$ cat src/inc/sorc_map.vh
// register offsets, field positions and reset values of the output routing block
`ifndef SORC_MAP_VH
`define SORC_MAP_VH
`define SORC_ROUTE_OFFSET 32'h0000_0020
`define SORC_POWER_OFFSET 32'h0000_0024
`define SORC_BIT_DIFF 15
`define SORC_BIT_DAC1_HI 14
`define SORC_BIT_DAC1_LO 13
`define SORC_BIT_AST1 12
`define SORC_BIT_BUZ1 11
`define SORC_BIT_KCL1 10
`define SORC_BIT_CPI1 9
`define SORC_BIT_DAC2_HI 8
`define SORC_BIT_DAC2_LO 7
`define SORC_BIT_AST2 6
`define SORC_BIT_BUZ2 5
`define SORC_BIT_KCL2 4
`define SORC_BIT_CPI2 3
`define SORC_BIT_MUTE1 2
`define SORC_BIT_MUTE2 1
`define SORC_BIT_HPPROT 0
`define SORC_BIT_PWR1 0
`define SORC_BIT_PWRINV 1
`define SORC_BIT_PWR2 2
`define SORC_ROUTE_RESET 16'h0006
`define SORC_POWER_RESET 3'h0
`define SORC_DAC_NONE 2'h0
`define SORC_DAC_LEFT 2'h1
`define SORC_DAC_RIGHT 2'h2
`define SORC_DAC_AVG 2'h3
`define SORC_RESP_OKAY 2'h0
`define SORC_RESP_SLVERR 2'h2
`endif

$ cat src/design/sorc_routing_control.v
// output driver routing control register with axi4-lite slave
// Overview of operation
// - mode bit clear: first and second drivers run as independent single-ended outputs
// - mode bit set: first driver pairs with inverting earpiece driver differentially
// - differential without both drivers powered: both are powered down
// - first output dac field: 00 none, 01 left, 10 right, 11 average
// - sidetone bit routes sidetone to first output in either mode
// - buzzer bit routes buzzer stage to first output in either mode
// - keyclick bit routes keyclick to first output in either mode
// - phone input bit routes phone input to first output in either mode
// - second output dac field, same encoding, single-ended mode only
// - sidetone to second output, single-ended mode only
// - buzzer to second output, single-ended mode only
// - keyclick to second output, single-ended mode only
// - phone input to second output, single-ended mode only
// - first output mute bit, resets muted, applies in both modes
// - second output mute bit, resets muted
// - protection bit write-only: 0 enables, 1 disables; resets enabled
//
// Our own choice: the AXI4-Lite register port.
`timescale 1ns/1ns
`default_nettype none
`include "sorc_map.vh"
module sorc_routing_control
(
    input wire mclk,
    input wire reset_n,
    input wire [7:0] s_axi_awaddr,
    input wire s_axi_awvalid,
    output reg s_axi_awready,
    input wire [31:0] s_axi_wdata,
    input wire [3:0] s_axi_wstrb,
    input wire s_axi_wvalid,
    output reg s_axi_wready,
    output reg [1:0] s_axi_bresp,
    output reg s_axi_bvalid,
    input wire s_axi_bready,
    input wire [7:0] s_axi_araddr,
    input wire s_axi_arvalid,
    output reg s_axi_arready,
    output reg [31:0] s_axi_rdata,
    output reg [1:0] s_axi_rresp,
    output reg s_axi_rvalid,
    input wire s_axi_rready,
    output reg differentialMode,
    output reg firstDriverPower,
    output reg invertingDriverPower,
    output reg secondDriverPower,
    output reg firstDacLeft,
    output reg firstDacRight,
    output reg firstDacAverage,
    output reg [3:0] firstAnalogRoute,
    output reg secondDacLeft,
    output reg secondDacRight,
    output reg secondDacAverage,
    output reg [3:0] secondAnalogRoute,
    output reg firstOutputMute,
    output reg secondOutputMute,
    output reg headphoneProtectionDisable
);
    localparam [2:0] WR_IDLE = 3'b001;
    localparam [2:0] WR_HAVE = 3'b010;
    localparam [2:0] WR_RESP = 3'b100;

    reg [15:0] route_reg;
    reg [2:0] power_reg;
    reg [2:0] wrState_reg;
    reg [2:0] wrState_next;
    reg haveAddr_reg;
    reg haveData_reg;
    reg [7:0] wrAddr_reg;
    reg [31:0] wrData_reg;
    reg [3:0] wrStrb_reg;
    wire awTake;
    wire wTake;
    wire addrReady;
    wire dataReady;
    wire [7:0] curAddr;
    wire [31:0] curData;
    wire [3:0] curStrb;
    wire doWrite;
    wire diffSel;
    wire pairPowered;
    wire singleEnded;
    wire f1Left;
    wire f1Right;
    wire f1Avg;
    wire [3:0] f1Analog;
    wire f2Left;
    wire f2Right;
    wire f2Avg;
    wire [3:0] f2Analog;

    wire wrHitRoute;
    wire wrHitPower;
    wire rdHitRoute;
    wire rdHitPower;
    wire [15:0] route_next;
    wire [2:0] power_next;
    reg [31:0] readData_next;
    reg [1:0] readResp_next;
    // next values of the registered driver controls
    reg differentialMode_next;
    reg firstDriverPower_next;
    reg invertingDriverPower_next;
    reg secondDriverPower_next;
    reg firstDacLeft_next;
    reg firstDacRight_next;
    reg firstDacAverage_next;
    reg [3:0] firstAnalogRoute_next;
    reg secondDacLeft_next;
    reg secondDacRight_next;
    reg secondDacAverage_next;
    reg [3:0] secondAnalogRoute_next;
    reg firstOutputMute_next;
    reg secondOutputMute_next;
    reg headphoneProtectionDisable_next;

    assign awTake = s_axi_awvalid && s_axi_awready;
    assign wTake = s_axi_wvalid && s_axi_wready;
    assign addrReady = haveAddr_reg || awTake;
    assign dataReady = haveData_reg || wTake;
    assign curAddr = haveAddr_reg ? wrAddr_reg : s_axi_awaddr;
    assign curData = haveData_reg ? wrData_reg : s_axi_wdata;
    assign curStrb = haveData_reg ? wrStrb_reg : s_axi_wstrb;
    assign doWrite = (wrState_reg != WR_RESP) && addrReady && dataReady;

    // only the low address byte is decoded; the map's upper bits are zero
    assign wrHitRoute = ({24'h000000, curAddr} == `SORC_ROUTE_OFFSET);
    assign wrHitPower = ({24'h000000, curAddr} == `SORC_POWER_OFFSET);
    assign rdHitRoute = ({24'h000000, s_axi_araddr} == `SORC_ROUTE_OFFSET);
    assign rdHitPower = ({24'h000000, s_axi_araddr} == `SORC_POWER_OFFSET);

    genvar lane;
    // each byte lane of the routing register follows its own write strobe
    generate
        for (lane = 0; lane < 2; lane = lane + 1)
        begin : routeLane
            assign route_next[8 * lane +: 8] = (doWrite && wrHitRoute && curStrb[lane])
                ? curData[8 * lane +: 8] : route_reg[8 * lane +: 8];
        end
    endgenerate
    // power bits sit in the low lane only
    assign power_next = (doWrite && wrHitPower && curStrb[0]) ? curData[2:0] : power_reg;

    // read word built ahead of the flop; the write-only protection bit reads as zero
    always @*
    begin
        readData_next = 32'h0000_0000;
        readResp_next = `SORC_RESP_OKAY;
        if (rdHitRoute)
            readData_next = {16'h0000, route_reg[15:1], 1'b0};
        else if (rdHitPower)
            readData_next = {29'h0, power_reg};
        else
            readResp_next = `SORC_RESP_SLVERR;
    end

    always @*
    begin
        case (wrState_reg)
            WR_IDLE: wrState_next = doWrite ? WR_RESP : ((awTake || wTake) ? WR_HAVE : WR_IDLE);
            WR_HAVE: wrState_next = doWrite ? WR_RESP : WR_HAVE;
            WR_RESP: wrState_next = (s_axi_bready) ? WR_IDLE : WR_RESP;
            default: wrState_next = WR_IDLE;
        endcase
    end

    // address and data are taken in either order, then held until both are present
    always @(posedge mclk or negedge reset_n)
    begin
        if (!reset_n)
        begin
            wrState_reg <= WR_IDLE;
            haveAddr_reg <= 1'b0;
            haveData_reg <= 1'b0;
            wrAddr_reg <= 8'h00;
            wrData_reg <= 32'h0000_0000;
            wrStrb_reg <= 4'h0;
            s_axi_awready <= 1'b0;
            s_axi_wready <= 1'b0;
            s_axi_bvalid <= 1'b0;
            s_axi_bresp <= `SORC_RESP_OKAY;
            route_reg <= `SORC_ROUTE_RESET;
            power_reg <= `SORC_POWER_RESET;
        end
        else
        begin
            wrState_reg <= wrState_next;
            // both take their next value every cycle; it differs only on a write
            route_reg <= route_next;
            power_reg <= power_next;
            if (awTake && !doWrite)
            begin
                haveAddr_reg <= 1'b1;
                wrAddr_reg <= s_axi_awaddr;
            end
            if (wTake && !doWrite)
            begin
                haveData_reg <= 1'b1;
                wrData_reg <= s_axi_wdata;
                wrStrb_reg <= s_axi_wstrb;
            end
            // ready deasserted while a response is pending or a half is held
            s_axi_awready <= !(wrState_next == WR_RESP) && !(addrReady && !doWrite);
            s_axi_wready <= !(wrState_next == WR_RESP) && !(dataReady && !doWrite);
            if (doWrite)
            begin
                haveAddr_reg <= 1'b0;
                haveData_reg <= 1'b0;
                s_axi_bvalid <= 1'b1;
                s_axi_bresp <= `SORC_RESP_OKAY;
                // unmapped writes store nothing and answer with an error
                if (!wrHitRoute && !wrHitPower)
                    s_axi_bresp <= `SORC_RESP_SLVERR;
            end
            else if (s_axi_bvalid && s_axi_bready)
                s_axi_bvalid <= 1'b0;
        end
    end

    // read channel: one read at a time, answer one cycle after address
    always @(posedge mclk or negedge reset_n)
    begin
        if (!reset_n)
        begin
            s_axi_arready <= 1'b0;
            s_axi_rvalid <= 1'b0;
            s_axi_rdata <= 32'h0000_0000;
            s_axi_rresp <= `SORC_RESP_OKAY;
        end
        else
        begin
            s_axi_arready <= !s_axi_rvalid && !(s_axi_arvalid && s_axi_arready);
            if (s_axi_arvalid && s_axi_arready)
            begin
                s_axi_rvalid <= 1'b1;
                s_axi_rresp <= readResp_next;
                s_axi_rdata <= readData_next;
            end
            else if (s_axi_rvalid && s_axi_rready)
                s_axi_rvalid <= 1'b0;
        end
    end

    assign diffSel = route_reg[`SORC_BIT_DIFF];
    assign singleEnded = !diffSel;
    // software is expected to power both paired drivers; otherwise force them off
    assign pairPowered = power_reg[`SORC_BIT_PWR1] && power_reg[`SORC_BIT_PWRINV];

    sorc_output_route firstRoute
    (
        .dacSel(route_reg[`SORC_BIT_DAC1_HI:`SORC_BIT_DAC1_LO]),
        .analogEnable(route_reg[`SORC_BIT_AST1:`SORC_BIT_CPI1]),
        .routeAllowed(1'b1),
        .dacLeftOn(f1Left),
        .dacRightOn(f1Right),
        .dacAverageOn(f1Avg),
        .analogOn(f1Analog)
    );

    sorc_output_route secondRoute
    (
        .dacSel(route_reg[`SORC_BIT_DAC2_HI:`SORC_BIT_DAC2_LO]),
        .analogEnable(route_reg[`SORC_BIT_AST2:`SORC_BIT_CPI2]),
        .routeAllowed(singleEnded),
        .dacLeftOn(f2Left),
        .dacRightOn(f2Right),
        .dacAverageOn(f2Avg),
        .analogOn(f2Analog)
    );

    // next values of the driver controls, kept apart from the flops below
    always @*
    begin
        differentialMode_next = diffSel;
        firstDriverPower_next = power_reg[`SORC_BIT_PWR1];
        invertingDriverPower_next = 1'b0;
        secondDriverPower_next = power_reg[`SORC_BIT_PWR2];
        if (diffSel)
        begin
            // a half-powered pair would drive one leg alone, so both legs go off
            firstDriverPower_next = pairPowered;
            invertingDriverPower_next = pairPowered;
            secondDriverPower_next = 1'b0;
        end

        firstDacLeft_next = f1Left;
        firstDacRight_next = f1Right;
        firstDacAverage_next = f1Avg;
        firstAnalogRoute_next = f1Analog;
        secondDacLeft_next = f2Left;
        secondDacRight_next = f2Right;
        secondDacAverage_next = f2Avg;
        secondAnalogRoute_next = f2Analog;
        firstOutputMute_next = route_reg[`SORC_BIT_MUTE1];
        secondOutputMute_next = route_reg[`SORC_BIT_MUTE2];
        headphoneProtectionDisable_next = route_reg[`SORC_BIT_HPPROT];
    end

    // outputs registered so the analog side sees glitch-free controls
    always @(posedge mclk or negedge reset_n)
    begin
        if (!reset_n)
        begin
            differentialMode <= 1'b0;
            firstDriverPower <= 1'b0;
            invertingDriverPower <= 1'b0;
            secondDriverPower <= 1'b0;
            firstDacLeft <= 1'b0;
            firstDacRight <= 1'b0;
            firstDacAverage <= 1'b0;
            firstAnalogRoute <= 4'h0;
            secondDacLeft <= 1'b0;
            secondDacRight <= 1'b0;
            secondDacAverage <= 1'b0;
            secondAnalogRoute <= 4'h0;
            firstOutputMute <= 1'b1;
            secondOutputMute <= 1'b1;
            headphoneProtectionDisable <= 1'b0;
        end
        else
        begin
            differentialMode <= differentialMode_next;
            firstDriverPower <= firstDriverPower_next;
            invertingDriverPower <= invertingDriverPower_next;
            secondDriverPower <= secondDriverPower_next;
            firstDacLeft <= firstDacLeft_next;
            firstDacRight <= firstDacRight_next;
            firstDacAverage <= firstDacAverage_next;
            firstAnalogRoute <= firstAnalogRoute_next;
            secondDacLeft <= secondDacLeft_next;
            secondDacRight <= secondDacRight_next;
            secondDacAverage <= secondDacAverage_next;
            secondAnalogRoute <= secondAnalogRoute_next;
            firstOutputMute <= firstOutputMute_next;
            secondOutputMute <= secondOutputMute_next;
            headphoneProtectionDisable <= headphoneProtectionDisable_next;
        end
    end
endmodule // sorc_routing_control
`default_nettype wire

$ cat src/design/sorc_output_route.v
// per-output source combiner for one output driver
`timescale 1ns/1ns
`default_nettype none
`include "sorc_map.vh"
module sorc_output_route
(
    input wire [1:0] dacSel,
    input wire [3:0] analogEnable,
    input wire routeAllowed,
    output wire dacLeftOn,
    output wire dacRightOn,
    output wire dacAverageOn,
    output wire [3:0] analogOn
);
    // all selected sources are summed; none overrides another
    assign dacLeftOn = routeAllowed && (dacSel == `SORC_DAC_LEFT);
    assign dacRightOn = routeAllowed && (dacSel == `SORC_DAC_RIGHT);
    assign dacAverageOn = routeAllowed && (dacSel == `SORC_DAC_AVG);
    assign analogOn = routeAllowed ? analogEnable : 4'h0;
endmodule // sorc_output_route
`default_nettype wire

$ cat config.mk
export PLATFORM = sky130hd
export DESIGN_NAME = sorc_routing_control
export DESIGN_NICKNAME = d
export VERILOG_FILES = /design/src/design/sorc_routing_control.v /design/src/design/sorc_output_route.v
export VERILOG_INCLUDE_DIRS = /design/src /design/src/inc
export SDC_FILE = /design/constraint.sdc
export NUM_CORES = 1
export LEC_CHECK = 0
export ABC_AREA = 1
export BUFFER_PORTS_ARGS = -buffer_cell sky130_fd_sc_hd__buf_2
export CORE_ASPECT_RATIO = 1.4
export CORE_MARGIN = 2
export CORE_UTILIZATION = 52
export CTS_BUF_LIST = sky130_fd_sc_hd__clkbuf_4
export DETAILED_ROUTE_END_ITERATION = 6
export GPL_ROUTABILITY_DRIVEN = 0
export GPL_TIMING_DRIVEN = 0
export PLACE_DENSITY_LB_ADDON = 0.12
export SLEW_MARGIN = 20
export SYNTH_ARGS = -nofsm -noshare
export SYNTH_HDL_FRONTEND = slang
export SYNTH_SLANG_ARGS = --single-unit
$ cat constraint.sdc
create_clock -name mclk -period 3.7 [get_ports mclk]
set_input_delay 0.74 -clock mclk [delete_from_list [all_inputs] [get_ports mclk]]
set_output_delay 0.74 -clock mclk [all_outputs]
set_load 0.05 [all_outputs]
## Word level (Yosys, flattened, before mapping)

Index checks and enable logic that the tools add are counted.

| operators by class | value |
|---|---|
| reductions and logical operators | 40 |
| equality and inequality tests | 15 |
| multiplexer cells | 25 |

Operator list:

| cell | number |
|---|---|
| $eq 8x6->1 const B | 4 |
| $mux 32 | 1 |
| $logic_and 1x1->1 | 24 |
| $mux 16 | 1 |
| $mux 3 | 4 |
| $mux 1 | 11 |
| $mux 2 | 5 |
| $logic_not 1->1 | 9 |
| $pmux 3 s3 | 1 |
| $eq 2x2->1 const B | 4 |
| $mux 8 | 1 |
| $reduce_bool 2->1 | 4 |
| $eq 3x3->1 const B | 2 |
| $eq 2x1->1 const B | 2 |
| $mux 4 | 1 |
| $eq 3x1->1 const B | 1 |
| $eq 3x2->1 const B | 1 |
| $logic_or 1x1->1 | 3 |
| $ne 3x3->1 const B | 1 |

| storage, ports and cells | value |
|---|---|
| bits of input ports | 59 |
| output and inout port bits | 62 |
| logic and storage cells | 112 |
| flip-flop bits (word level) | 112 |

## Logic depth before layout (Yosys ltp)

Gate-level depths: netlist (run 1).

| depth | value |
|---|---|
| depth in word-level cells | 9 |
| gate-level depth with buffers | 10 |
| gate-level depth less buffers | 8 |

## Hierarchy

From an unflattened synthesis (run 1), not the netlist that was laid out.

| unflattened totals | value |
|---|---|
| cells, all modules | 477 |
| area, all modules | 4,151.5 sq um |

Modules (own cells, without submodules):

| module | area an instance (sq um) | instances | cells an instance |
|---|---|---|---|
| sorc_routing_control | 4,041.4 | 1 | 449 |
| sorc_output_route | 55.1 | 2 | 14 |

## Least setup slack after synthesis (run 1)

OpenSTA, ideal clock, no wires.

| timing path | value |
|---|---|
| path kind | reg2reg |
| start point | register s_axi_awready |
| end point | register route_reg[14] |
| setup time | 117 ps |
| required time | 3,583 ps |
| buffers on the path | 0 |
| arrival | 1,558 ps |
| cell stages (with the launch flop) | 8 |
| setup slack | 2,026 ps |
| cell sequence | dfrtp_1 nand2_1 nand2_2 nand3_4 nor2_4 nand3_4 nand2_1 nand2_1 |

| on the way | value |
|---|---|
| longest elaborated chain between the ends | 6 |

Ends and longest elaborated chain:

| item | RTL line | RTL |
|---|---|---|
| start, declared | sorc_routing_control.v:30 | `output reg s_axi_awready,` |
| start signal, assigned | sorc_routing_control.v:205 | `s_axi_awready <= !(wrState_next == WR_RESP) && !(addrReady && !doWrite);` |
| $logic_and 1x1->1 | sorc_routing_control.v:119 | `assign awTake = s_axi_awvalid && s_axi_awready;` |
| $logic_or 1x1->1 | sorc_routing_control.v:121 | `assign addrReady = haveAddr_reg \|\| awTake;` |
| $logic_and 1x1->1 (2 in a row) | sorc_routing_control.v:126 | `assign doWrite = (wrState_reg != WR_RESP) && addrReady && dataReady;` |
| $logic_and 1x1->1 (2 in a row) | sorc_routing_control.v:139 | `assign route_next[8 * lane +: 8] = (doWrite && wrHitRoute && curStrb[lane])` |
| end signal, assigned | sorc_routing_control.v:184 | `` route_reg <= `SORC_ROUTE_RESET; `` |
| end signal, assigned | sorc_routing_control.v:191 | `route_reg <= route_next;` |
| end, declared | sorc_routing_control.v:65 | `reg [15:0] route_reg;` |

No other way between the ends.
A chain may end at the register's enable or synchronous reset.

## Worst setup path in the final report (run 1)

| timing path | value |
|---|---|
| start point | register secondOutputMute |
| end point | output port secondOutputMute |

RTL lines:

| item | RTL line | RTL |
|---|---|---|
| start, declared | sorc_routing_control.v:58 | `output reg secondOutputMute,` |
| start signal, assigned | sorc_routing_control.v:337 | `secondOutputMute <= secondOutputMute_next;` |

No word-level cell between the ends.

==> flow_summary.yaml, run 1 <==
status:
  result_of_the_run: "finished, final reports clean"
die:
  die-width_um: 80.2
  num_io_pins: 121
  start_util_pct: 53.9
  rows: 38
  fp.coreArea_um2: 7850
  area_enclosed_by_the_die_boundary_um2: 8880
  die_h_um: 111
grt:
  globalRouteTotalUtil_pct: 20.9
  grt_remaining_overflow: 0
  antenna_found_initial: 0
  first_pass_grt_wire_length_um: 14600
  grt_start_max_net_pins: 67
  first_global_vias: 3425
power_and_ir_drop:
  peakVddDrop_mv: 0.499
  power_switching_uw: 1450
  switching_share_pct: 43.9
  sequentialPowerShare_pct: 44.2
  power.static_leakage_uw: 0.00274
  cell_internal_pwr_uw: 1860
  comb_power_share_pct: 40.9
  power-per-cell-area_nw_per_um2: 664
  design_power_total_uw: 3310
  clkPwrFrac_pct: 14.9
setup_path:
  worst-r2r-setup-slack_ns: 2.13
  worstReg2RegStart: "wrState_reg[0]"
  cp.required_ns: 2.96
  path_buf_inv: 1
  worst_setup_path_startpoint: "secondOutputMute"
  worst_setup_path_endpoint: "secondOutputMute"
  crit-reg2reg-capture: "route_reg[8]"
  cp_top_family: "flip-flops"
  slowest_stage: "sky130_fd_sc_hd__dfstp_2"
  critPathLaunchType: "register"
  worst_path_largest_cell_delay_ns: 0.54
  crit_fanout: 1
  path_cells: "buf_2"
  setup.worst_path.end_class: "output port"
  worstSetupPathDepth: 1
  rr_worst_depth: 7
  crit_type: "register to output port"
  critPathArrivalTime_ns: 1.23
placed_design:
  place.port_buffers: 84
  dp_slack_ns: 1.70
  dp_hpwl_um: 6510
  place_inst: 685
yosys:
  ys_seq_elements: 94
  synth_cells: 483
  yosysWarnings: 0
  ys_seq_area_share_pct: 55.8
  postSynthAreaPerCell_um2: 8.75
  synth.lib_cells_used.distinct: 29
  netlist_area_before_placement_um2: 4230
timing:
  slew_violations: 0
  rsz_0062_raised_after_global_routing: "false"
  setup_viol_count_final: 0
  fin_setup_tns_ns: 0
  fin_worst_skew_ns: 0.0111
  fin_crit_sh_pct: 53.2
  period_minus_slack_ns: 1.97
  setup_slack_ns: 1.73
  finalHoldViolCount: 0
  max_clk_rate_mhz: 508
finish:
  diodes: 0
  area.growth.synth_to_final_pct: 18.0
  final_common_cell: "sky130_fd_sc_hd__nand2_1"
  layout.core_utilization_pct: 63.6
  final_net_count: 655
  mostFrequentLayoutCells: "sky130_fd_sc_hd__nand2_1, sky130_fd_sc_hd__dfrtp_1, sky130_fd_sc_hd__buf_2"
  final_cell_count_no_fill: 701
  drive_gt1_share_pct: 26.0
clock_network:
  cts.repair_timing.setup_buffer_count: 0
  clkSinkCount: 94
  clk_latency_ns: 0.45
  post_cts_sizing_count: 0
  cts.hold.buffers_added: 0
  tritoncts_clock_tree: "built"
  ctsRootBufferMaster: "sky130_fd_sc_hd__clkbuf_4"
  cts_made_buffers: 9
  cts-htree-levels: 3
  cts_buffer_depth: 2
  clk_pin_slew_worst_paths_ns: 0.14
detailed_routing:
  wl_per_cell_um: 11.9
  routed_wl_um: 8320
  vias: 3317
  drcViolationCount: 0
  drt_iter0_drc: 173
  antenna_left: 0
  drt_pass1_iterations: 4
  post_drt_via_cell_ratio: 4.73
job:
  max_cap_violations: 0
min_path:
  worstHoldPathType: "input port to asynchronous set/reset pin"
## metrics by stage
step | cell area, um2 | hold slack, ns
after floorplan | 4290 | 0.354
after global placement | 4840 | 0.363
after detailed placement | 4870 | 0.371
after CTS | 4990 | 0.122
after global routing | 4990 | 0.140
final | 4990 | 0.147
## worst min path at each step
stage	endpoint	cells after the start	from
4_1_cts	wrData_reg[3]	1	reset_n
3_3_place_gp	headphoneProtectionDisable	0	route_reg[0]
3_5_place_dp	headphoneProtectionDisable	0	route_reg[0]
6_report	s_axi_bresp[1]	1	reset_n
2_1_floorplan	headphoneProtectionDisable	0	route_reg[0]
5_1_grt	power_reg[2]	1	reset_n
## power by group through the flow
stage	clock network, uW	logic, uW	registers [uW]
2_1_floorplan	0	807	1710
3_3_place_gp	0	1320	1470
3_5_place_dp	0	1360	1490
4_1_cts	516	1360	1460
5_1_grt	544	1530	1500
6_report	495	1350	1460
## logic make-up after synthesis
logic type      after synthesis  synth area share (%)
simple gates                229                  24.8
flops                        94                  55.8
buf+inv                      90                  11.0
compound gates               69                  8.32
other cells                   1                0.0887
## worst register-to-register path, cell delays in order (launching register included)
cell	delay (ns)
sky130_fd_sc_hd__dfstp_2	0.56
sky130_fd_sc_hd__nor2_1	0.04
sky130_fd_sc_hd__nand2_1	0.11
sky130_fd_sc_hd__nand3_4	0.20
sky130_fd_sc_hd__nor2_4	0.28
sky130_fd_sc_hd__nand3_4	0.15
sky130_fd_sc_hd__nand2_1	0.08
sky130_fd_sc_hd__nand2_1	0.04
## cell type report
class	count	area, um2
sequential	94	2360
clock inverter	6	43.8
tap	100	125
timing repair buffer	85	454
multi-input combinational	316	1470
buffer	34	249
inverter	56	215
fill	731	2860
clock buffer	10	75.1
## per-layer routing
metal	vias to the layer above	part of all wire, %	global-route usage [%]	wire length [um]
met2	77	53	36.7	4370
met4	0	2.8	10.2	229
li1	1709	-	-	-
met1	1514	40	23.6	3370
met5	-	0	0	0
met3	17	4.2	3.99	353
## cell usage after synthesis
library cell,n,area [um2]
sky130_fd_sc_hd__o21ai_0,40,200
sky130_fd_sc_hd__inv_2,2,7.51
sky130_fd_sc_hd__nor2_4,5,56.3
sky130_fd_sc_hd__dfstp_2,5,131
sky130_fd_sc_hd__buf_4,20,150
sky130_fd_sc_hd__nor2_2,4,25.0
sky130_fd_sc_hd__o22ai_1,1,6.26
sky130_fd_sc_hd__dfrtp_1,89,2230
sky130_fd_sc_hd__nor3_2,1,10.0
sky130_fd_sc_hd__o21ai_1,22,110
sky130_fd_sc_hd__nand2_1,153,574
sky130_fd_sc_hd__o31ai_1,1,7.51
sky130_fd_sc_hd__nand4_1,2,12.5
sky130_fd_sc_hd__nor3_1,5,25.0
sky130_fd_sc_hd__nand3_4,5,87.6
sky130_fd_sc_hd__a21oi_1,4,20.0
sky130_fd_sc_hd__o21a_1,1,7.51
sky130_fd_sc_hd__nand2_2,5,31.3
sky130_fd_sc_hd__conb_1,1,3.75
sky130_fd_sc_hd__or2_2,1,6.26
sky130_fd_sc_hd__buf_6,6,67.6
sky130_fd_sc_hd__nand3_1,30,150
sky130_fd_sc_hd__clkinv_1,1,3.75
sky130_fd_sc_hd__nor2_1,17,63.8
sky130_fd_sc_hd__clkbuf_1,7,26.3
sky130_fd_sc_hd__buf_2,1,5.00
sky130_fd_sc_hd__nand3b_1,1,7.51
sky130_fd_sc_hd__inv_1,52,195
sky130_fd_sc_hd__inv_6,1,8.76
Power figures use the tool's default switching activity.
==> run 2, diff against run 1 <==
--- a/config.mk
+++ b/config.mk
@@ -6,7 +6,7 @@
 export SDC_FILE = /design/constraint.sdc
 export NUM_CORES = 1
 export LEC_CHECK = 0
-export ABC_AREA = 1
+export ABC_AREA = 0
 export BUFFER_PORTS_ARGS = -buffer_cell sky130_fd_sc_hd__buf_2
 export CORE_ASPECT_RATIO = 1.4
 export CORE_MARGIN = 2
==> constraint.sdc (replaced) <==
create_clock -name mclk -period 2.05 [get_ports mclk]
set_input_delay 0.41 -clock mclk [delete_from_list [all_inputs] [get_ports mclk]]
set_output_delay 0.41 -clock mclk [all_outputs]
set_load 0.05 [all_outputs]
==> flow_summary.yaml, run 2 <==
min_path:
  worstHoldPathType: "input port to register"
clock_network:
  cts-htree-levels: 3
  cts_buffer_depth: 2
  clk_pin_slew_worst_paths_ns: 0.13
  cts.repair_timing.setup_buffer_count: 0
  ctsRootBufferMaster: "sky130_fd_sc_hd__clkbuf_4"
  cts_made_buffers: 9
  tritoncts_clock_tree: "built"
  clk_latency_ns: 0.45
  clkSinkCount: 94
setup_path:
  crit_type: "register to register"
  worst_path_largest_cell_delay_ns: 0.57
  crit_fanout: 5
  critPathLaunchType: "register"
  cp.required_ns: 2.40
  path_cells: "nand2b_2, o21ai_2, nor2_1, and4_4, mux2_2"
  critPathArrivalTime_ns: 2.25
  setup.worst_path.end_class: "register"
  slowest_stage: "sky130_fd_sc_hd__dfstp_2"
  path_buf_inv: 0
  cp_top_family: "simple AND/OR/NAND/NOR gates"
finish:
  final_common_cell: "sky130_fd_sc_hd__dfrtp_1"
  fillCellCount: 621
  final_net_count: 450
  mostFrequentLayoutCells: "sky130_fd_sc_hd__dfrtp_1, sky130_fd_sc_hd__buf_2, sky130_fd_sc_hd__mux2_2"
  diodes: 0
  area.growth.synth_to_final_pct: 20.1
  drive_gt1_share_pct: 51.0
yosys:
  ys_seq_elements: 94
  postSynthAreaPerCell_um2: 14.5
  yosysWarnings: 0
  synth.lib_cells_used.distinct: 41
  netlist_area_before_placement_um2: 4030
  synthArstFlopShare_pct: 100
  synth.area.top_cells: "sky130_fd_sc_hd__dfrtp_1, sky130_fd_sc_hd__mux2_2, sky130_fd_sc_hd__mux2_4"
  area_share_of_the_largest_cell_type_after_synthesis_pct: 55.3
  synth_cells: 277
  count_of_flip_flops_with_a_built_in_enable_after_synthesis: 0
  synth.top_cells.by_count: "sky130_fd_sc_hd__dfrtp_1, sky130_fd_sc_hd__mux2_2, sky130_fd_sc_hd__mux2_4"
  synth.most_common_cell: "sky130_fd_sc_hd__dfrtp_1"
  synthFlopType: "sky130_fd_sc_hd__dfrtp_1"
  synth_top_area_cell: "sky130_fd_sc_hd__dfrtp_1"
  ys_seq_area_share_pct: 58.6
power_and_ir_drop:
  power-per-cell-area_nw_per_um2: 1150
  power.static_leakage_uw: 0.00254
  design_power_total_uw: 5580
  peakVddDrop_mv: 0.893
die:
  start_util_pct: 52.6
  num_io_pins: 121
  die-width_um: 78.4
  fp.coreArea_um2: 7650
  rows: 38
  area_enclosed_by_the_die_boundary_um2: 8480
  die_h_um: 108
detailed_routing:
  vias: 2444
  routed_wl_um: 6970
  post_drt_via_cell_ratio: 4.93
  wl_per_cell_um: 14.0
  drcViolationCount: 0
  antenna_left: 0
  drt_iter0_drc: 81
  drt_pass1_iterations: 4
timing:
  fin_crit_sh_pct: 92.7
  period_minus_slack_ns: 1.90
  rsz_0062_raised_after_global_routing: "false"
  finalHoldViolCount: 0
  slew_violations: 0
  setup_viol_count_final: 0
  fin_worst_skew_ns: 0.00573
  setup_slack_ns: 0.150
  max_clk_rate_mhz: 526
grt:
  grt_start_max_net_pins: 71
  first_pass_grt_wire_length_um: 11700
  antenna_found_initial: 0
  grt_remaining_overflow: 0
  globalRouteTotalUtil_pct: 18.3
  first_global_vias: 2436
placed_design:
  dp_hpwl_um: 5090
  place.port_buffers: 84
  dp_slack_ns: 0.164
job:
  max_cap_violations: 0
status:
  result_of_the_run: "finished, final reports clean"
## run 2: cell count changes in the layout (fill, tap and decap cells not counted), moves of 5 or more
cell,delta
sky130_fd_sc_hd__nand2_1,-146
sky130_fd_sc_hd__nand3_1,-30
sky130_fd_sc_hd__clkbuf_1,-5
sky130_fd_sc_hd__mux2_2,+37
sky130_fd_sc_hd__mux2_4,+26
sky130_fd_sc_hd__nor2_1,-12
sky130_fd_sc_hd__buf_6,-5
sky130_fd_sc_hd__o21ai_1,-22
sky130_fd_sc_hd__a22o_1,+14
sky130_fd_sc_hd__nor2b_1,+8
sky130_fd_sc_hd__inv_1,-48
sky130_fd_sc_hd__o21ai_0,-31
## run 2: layout make-up
cell class / count / area, um2 / area share, %
Buffer: 24 / 169 / 3.49
Inverter: 4 / 15.0 / 0.310
Clock inverter: 7 / 88.8 / 1.84
Tap cell: 100 / 125 / 2.59
Multi-Input combinational cell: 172 / 1550 / 32.0
Sequential cell: 94 / 2360 / 48.8
Timing Repair Buffer: 86 / 464 / 9.60
Clock buffer: 9 / 67.6 / 1.40
## run 2: power breakdown
group	total (uW)	leakage (uW)	internal [uW]	switching [uW]
Clock	1070	0.0000810	486	586
Sequential	2600	0.00121	2310	287
Combinational	1910	0.00124	885	1020
Total	5580	0.00254	3680	1890
## run 2: kinds of logic (layout without fill, tap and decap cells)
group / count (synthesis) / count (layout) / share of synthesized area (%)
AOI/OAI and AO/OA: 42 / 42 / 7.80
buffers and inverters: 28 / 130 / 4.57
DFF: 94 / 94 / 58.6
muxes: 66 / 66 / 20.8
other: 1 / 18 / 0.0931
and+or+nand+nor: 46 / 46 / 8.17
## run 2: per-layer routing
layer  global-route usage, %  share of wire, %  wire length (um)  vias to the layer above
met5                       0                 0                 0                        -
met4                    9.27               2.2               153                        0
met3                    5.18               5.5               385                       12
met2                    30.2                50              3510                       68
met1                    22.1                42              2920                     1177
li1                        -                 -                 -                     1187
## run 2: worst register-to-register path: cells and delay by family (launching register included)
| kind | cells | cell delay (ns) |
|---|---|---|
| simple gates | 3 | 0.80 |
| compound gates | 1 | 0.10 |
| mux | 1 | 0.33 |
| flops | 1 | 0.57 |
## run 2: what timing repair did
| item | CTS | global route |
|---|---|---|
| endpoints found under the hold margin | 24 | 0 |
| hold buffers | 1 | 0 |
| resized for setup | 0 | 0 |
## run 2: worst paths after layout
check | start | end | slack [ns] | cells after the start
worst max register to register | wrState_reg[0] | power_reg[0] | 0.15 | 5
worst min register to register | route_reg[1] | secondOutputMute | 0.39 | 0
max in group asynchronous | reset_n | wrState_reg[0] | 1.04 | 3
worst max-delay path | wrState_reg[0] | power_reg[0] | 0.15 | 5
min in group asynchronous | reset_n | s_axi_rdata[9] | 0.37 | 2
worst min-delay path | s_axi_rready | s_axi_rvalid | 0.13 | 2
## run 2: metrics by stage
stage / area (um2) / util [%] / TNS [ns] / instances / hold slack [ns]
3_5_place_dp: 4670 / 61.0 / 0 / 479 / 0.276
5_1_grt: 4840 / 63.2 / 0 / 496 / 0.0977
2_1_floorplan: 4090 / - / 0 / 294 / 0.114
3_3_place_gp: 4640 / 60.6 / -25.75 / 478 / 0.366
6_report: 4840 / 63.2 / 0 / 496 / 0.128
4_1_cts: 4840 / 63.2 / 0 / 496 / 0.104
==> run 3, diff against run 2 <==
--- a/config.mk
+++ b/config.mk
@@ -8,8 +8,7 @@
 export LEC_CHECK = 0
 export ABC_AREA = 0
 export BUFFER_PORTS_ARGS = -buffer_cell sky130_fd_sc_hd__buf_2
-export CORE_ASPECT_RATIO = 1.4
-export CORE_MARGIN = 2
+export CORE_MARGIN = 10
 export CORE_UTILIZATION = 52
 export CTS_BUF_LIST = sky130_fd_sc_hd__clkbuf_4
 export DETAILED_ROUTE_END_ITERATION = 6
==> flow_summary.yaml, run 3 (same netlist as run 2, synthesis figures left out) <==
timing:
  rsz_0062_raised_after_global_routing: "false"
  period_minus_slack_ns: 1.91
  max_clk_rate_mhz: 524
  fin_worst_skew_ns: 0.0117
  finalHoldViolCount: 0
  slew_violations: 0
  fin_crit_sh_pct: 93.1
  timing.hold.ws_ns: 0.161
  setup_viol_count_final: 0
setup_path:
  crit_fanout: 5
  critPathLaunchType: "register"
  rr_worst_depth: 5
  crit-reg2reg-capture: "power_reg[0]"
  worst_path_largest_cell_delay_ns: 0.57
  crit_type: "register to register"
  worst_setup_path_startpoint: "wrState_reg[0]"
  setup.worst_path.end_class: "register"
  worst-r2r-setup-slack_ns: 0.14
  path_cells: "nand2b_2, o21ai_2, nor2_1, and4_4, mux2_2"
  slowest_stage: "sky130_fd_sc_hd__dfstp_2"
  worst_setup_path_endpoint: "power_reg[0]"
  cp.required_ns: 2.38
  critPathArrivalTime_ns: 2.23
  worstReg2RegStart: "wrState_reg[0]"
die:
  area_enclosed_by_the_die_boundary_um2: 11700
  num_io_pins: 121
  die_h_um: 108
  start_util_pct: 52.7
  fp.coreArea_um2: 7650
  rows: 32
  die-width_um: 108
job:
  max_cap_violations: 0
power_and_ir_drop:
  sequentialPowerShare_pct: 47.5
  cell_internal_pwr_uw: 3560
  peakVddDrop_mv: 0.823
  comb_power_share_pct: 34.9
  clkPwrFrac_pct: 17.6
  power-per-cell-area_nw_per_um2: 1140
  power_switching_uw: 1940
  switching_share_pct: 35.2
  power.static_leakage_uw: 0.00252
clock_network:
  tritoncts_clock_tree: "built"
  clkSinkCount: 94
  cts-htree-levels: 3
  cts.repair_timing.setup_buffer_count: 0
  ctsRootBufferMaster: "sky130_fd_sc_hd__clkbuf_4"
  cts_buffer_depth: 2
  cts_made_buffers: 9
  clk_pin_slew_worst_paths_ns: 0.14
  clk_latency_ns: 0.43
grt:
  first_global_vias: 2616
  first_pass_grt_wire_length_um: 13000
  antenna_found_initial: 1
  globalRouteTotalUtil_pct: 14.2
  grt_start_max_net_pins: 67
  grt_remaining_overflow: 0
finish:
  final_net_count: 450
  stdcell_area_um2: 4820
  area.growth.synth_to_final_pct: 19.6
  mostFrequentLayoutCells: "sky130_fd_sc_hd__dfrtp_1, sky130_fd_sc_hd__buf_2, sky130_fd_sc_hd__mux2_2"
  fillCellCount: 613
  drive_gt1_share_pct: 51.1
  layout.core_utilization_pct: 63.0
  final_common_cell: "sky130_fd_sc_hd__dfrtp_1"
detailed_routing:
  drt_pass1_iterations: 4
  post_drt_via_cell_ratio: 4.92
  routed_wl_um: 8240
  drcViolationCount: 0
  wl_per_cell_um: 16.6
  vias: 2452
  antenna_left: 0
  drt_iter0_drc: 76
placed_design:
  placement_stage_cell_area_um2: 4670
  place.port_buffers: 84
  dp_hpwl_um: 6190
min_path:
  worstHoldPathType: "input port to register"
status:
  result_of_the_run: "finished, final reports clean"
run 3: cell types whose count changed in the layout (fill, tap and decap cells not counted), sizes merged:
cell / previous run / this run
diode: 0 / 1
bufinv: 2 / 1
run 3: per-stage QoR:
step           worst slack [ns]  std cells  total power (uW)  TNS [ns]
2_1_floorplan             0.169        294              4120         0
3_3_place_gp             -0.320        480              4510    -28.06
3_5_place_dp              0.192        481              4580         0
4_1_cts                   0.164        497              5550         0
5_1_grt                  0.0717        497              5820         0
6_report                  0.142        498              5500         0
run 3: metal layers:
layer	global-route usage, %	wire, um
met5	0	0
met4	5.73	134
met3	5.35	655
met2	23.3	4090
met1	16.4	3370
run 3: how the worst min path moves through the flow:
stage	start	end	slack [ns]	depth (start not counted)
4_1_cts	s_axi_arvalid	s_axi_arready	0.14	2
5_1_grt	s_axi_arvalid	s_axi_arready	0.15	2
3_3_place_gp	route_reg[1]	secondOutputMute	0.37	0
2_1_floorplan	reset_n	differentialMode	0.11	0
3_5_place_dp	reset_n	firstDriverPower	0.30	1
6_report	s_axi_rready	s_axi_rvalid	0.16	2
run 3: cell type report:
type                            count  area (um2)  area share (%)
Multi-Input combinational cell    172        1550            32.2
Sequential cell                    94        2360            49.0
Inverter                            4        15.0           0.312
Clock inverter                      6        63.8            1.32
Tap cell                          102         128            2.65
Timing Repair Buffer               86         464            9.64
Buffer                             24         169            3.51
Antenna cell                        1        2.50          0.0519
Clock buffer                        9        67.6            1.40
run 3: power by group through the flow:
stage | Sequential [uW] | Clock, uW | Combinational [uW]
6_report | 2610 | 966 | 1920
5_1_grt | 2670 | 1080 | 2070
3_5_place_dp | 2650 | 0 | 1930
2_1_floorplan | 2900 | 0 | 1230
4_1_cts | 2610 | 1000 | 1940
3_3_place_gp | 2620 | 0 | 1890
run 3: critical path: cells and delay by family (launching register included):
kind	cells	cell delay [ns]
simple gates	3	0.80
flops	1	0.57
mux	1	0.33
compound gates	1	0.10
run 3: timing repair:
| item | in CTS | in global routing |
|---|---|---|
| hold buffers | 1 | 0 |
| hold endpoints to repair | 24 | 0 |
| gates resized for setup | 0 | 0 |
| endpoints found under the setup margin | 0 | 0 |
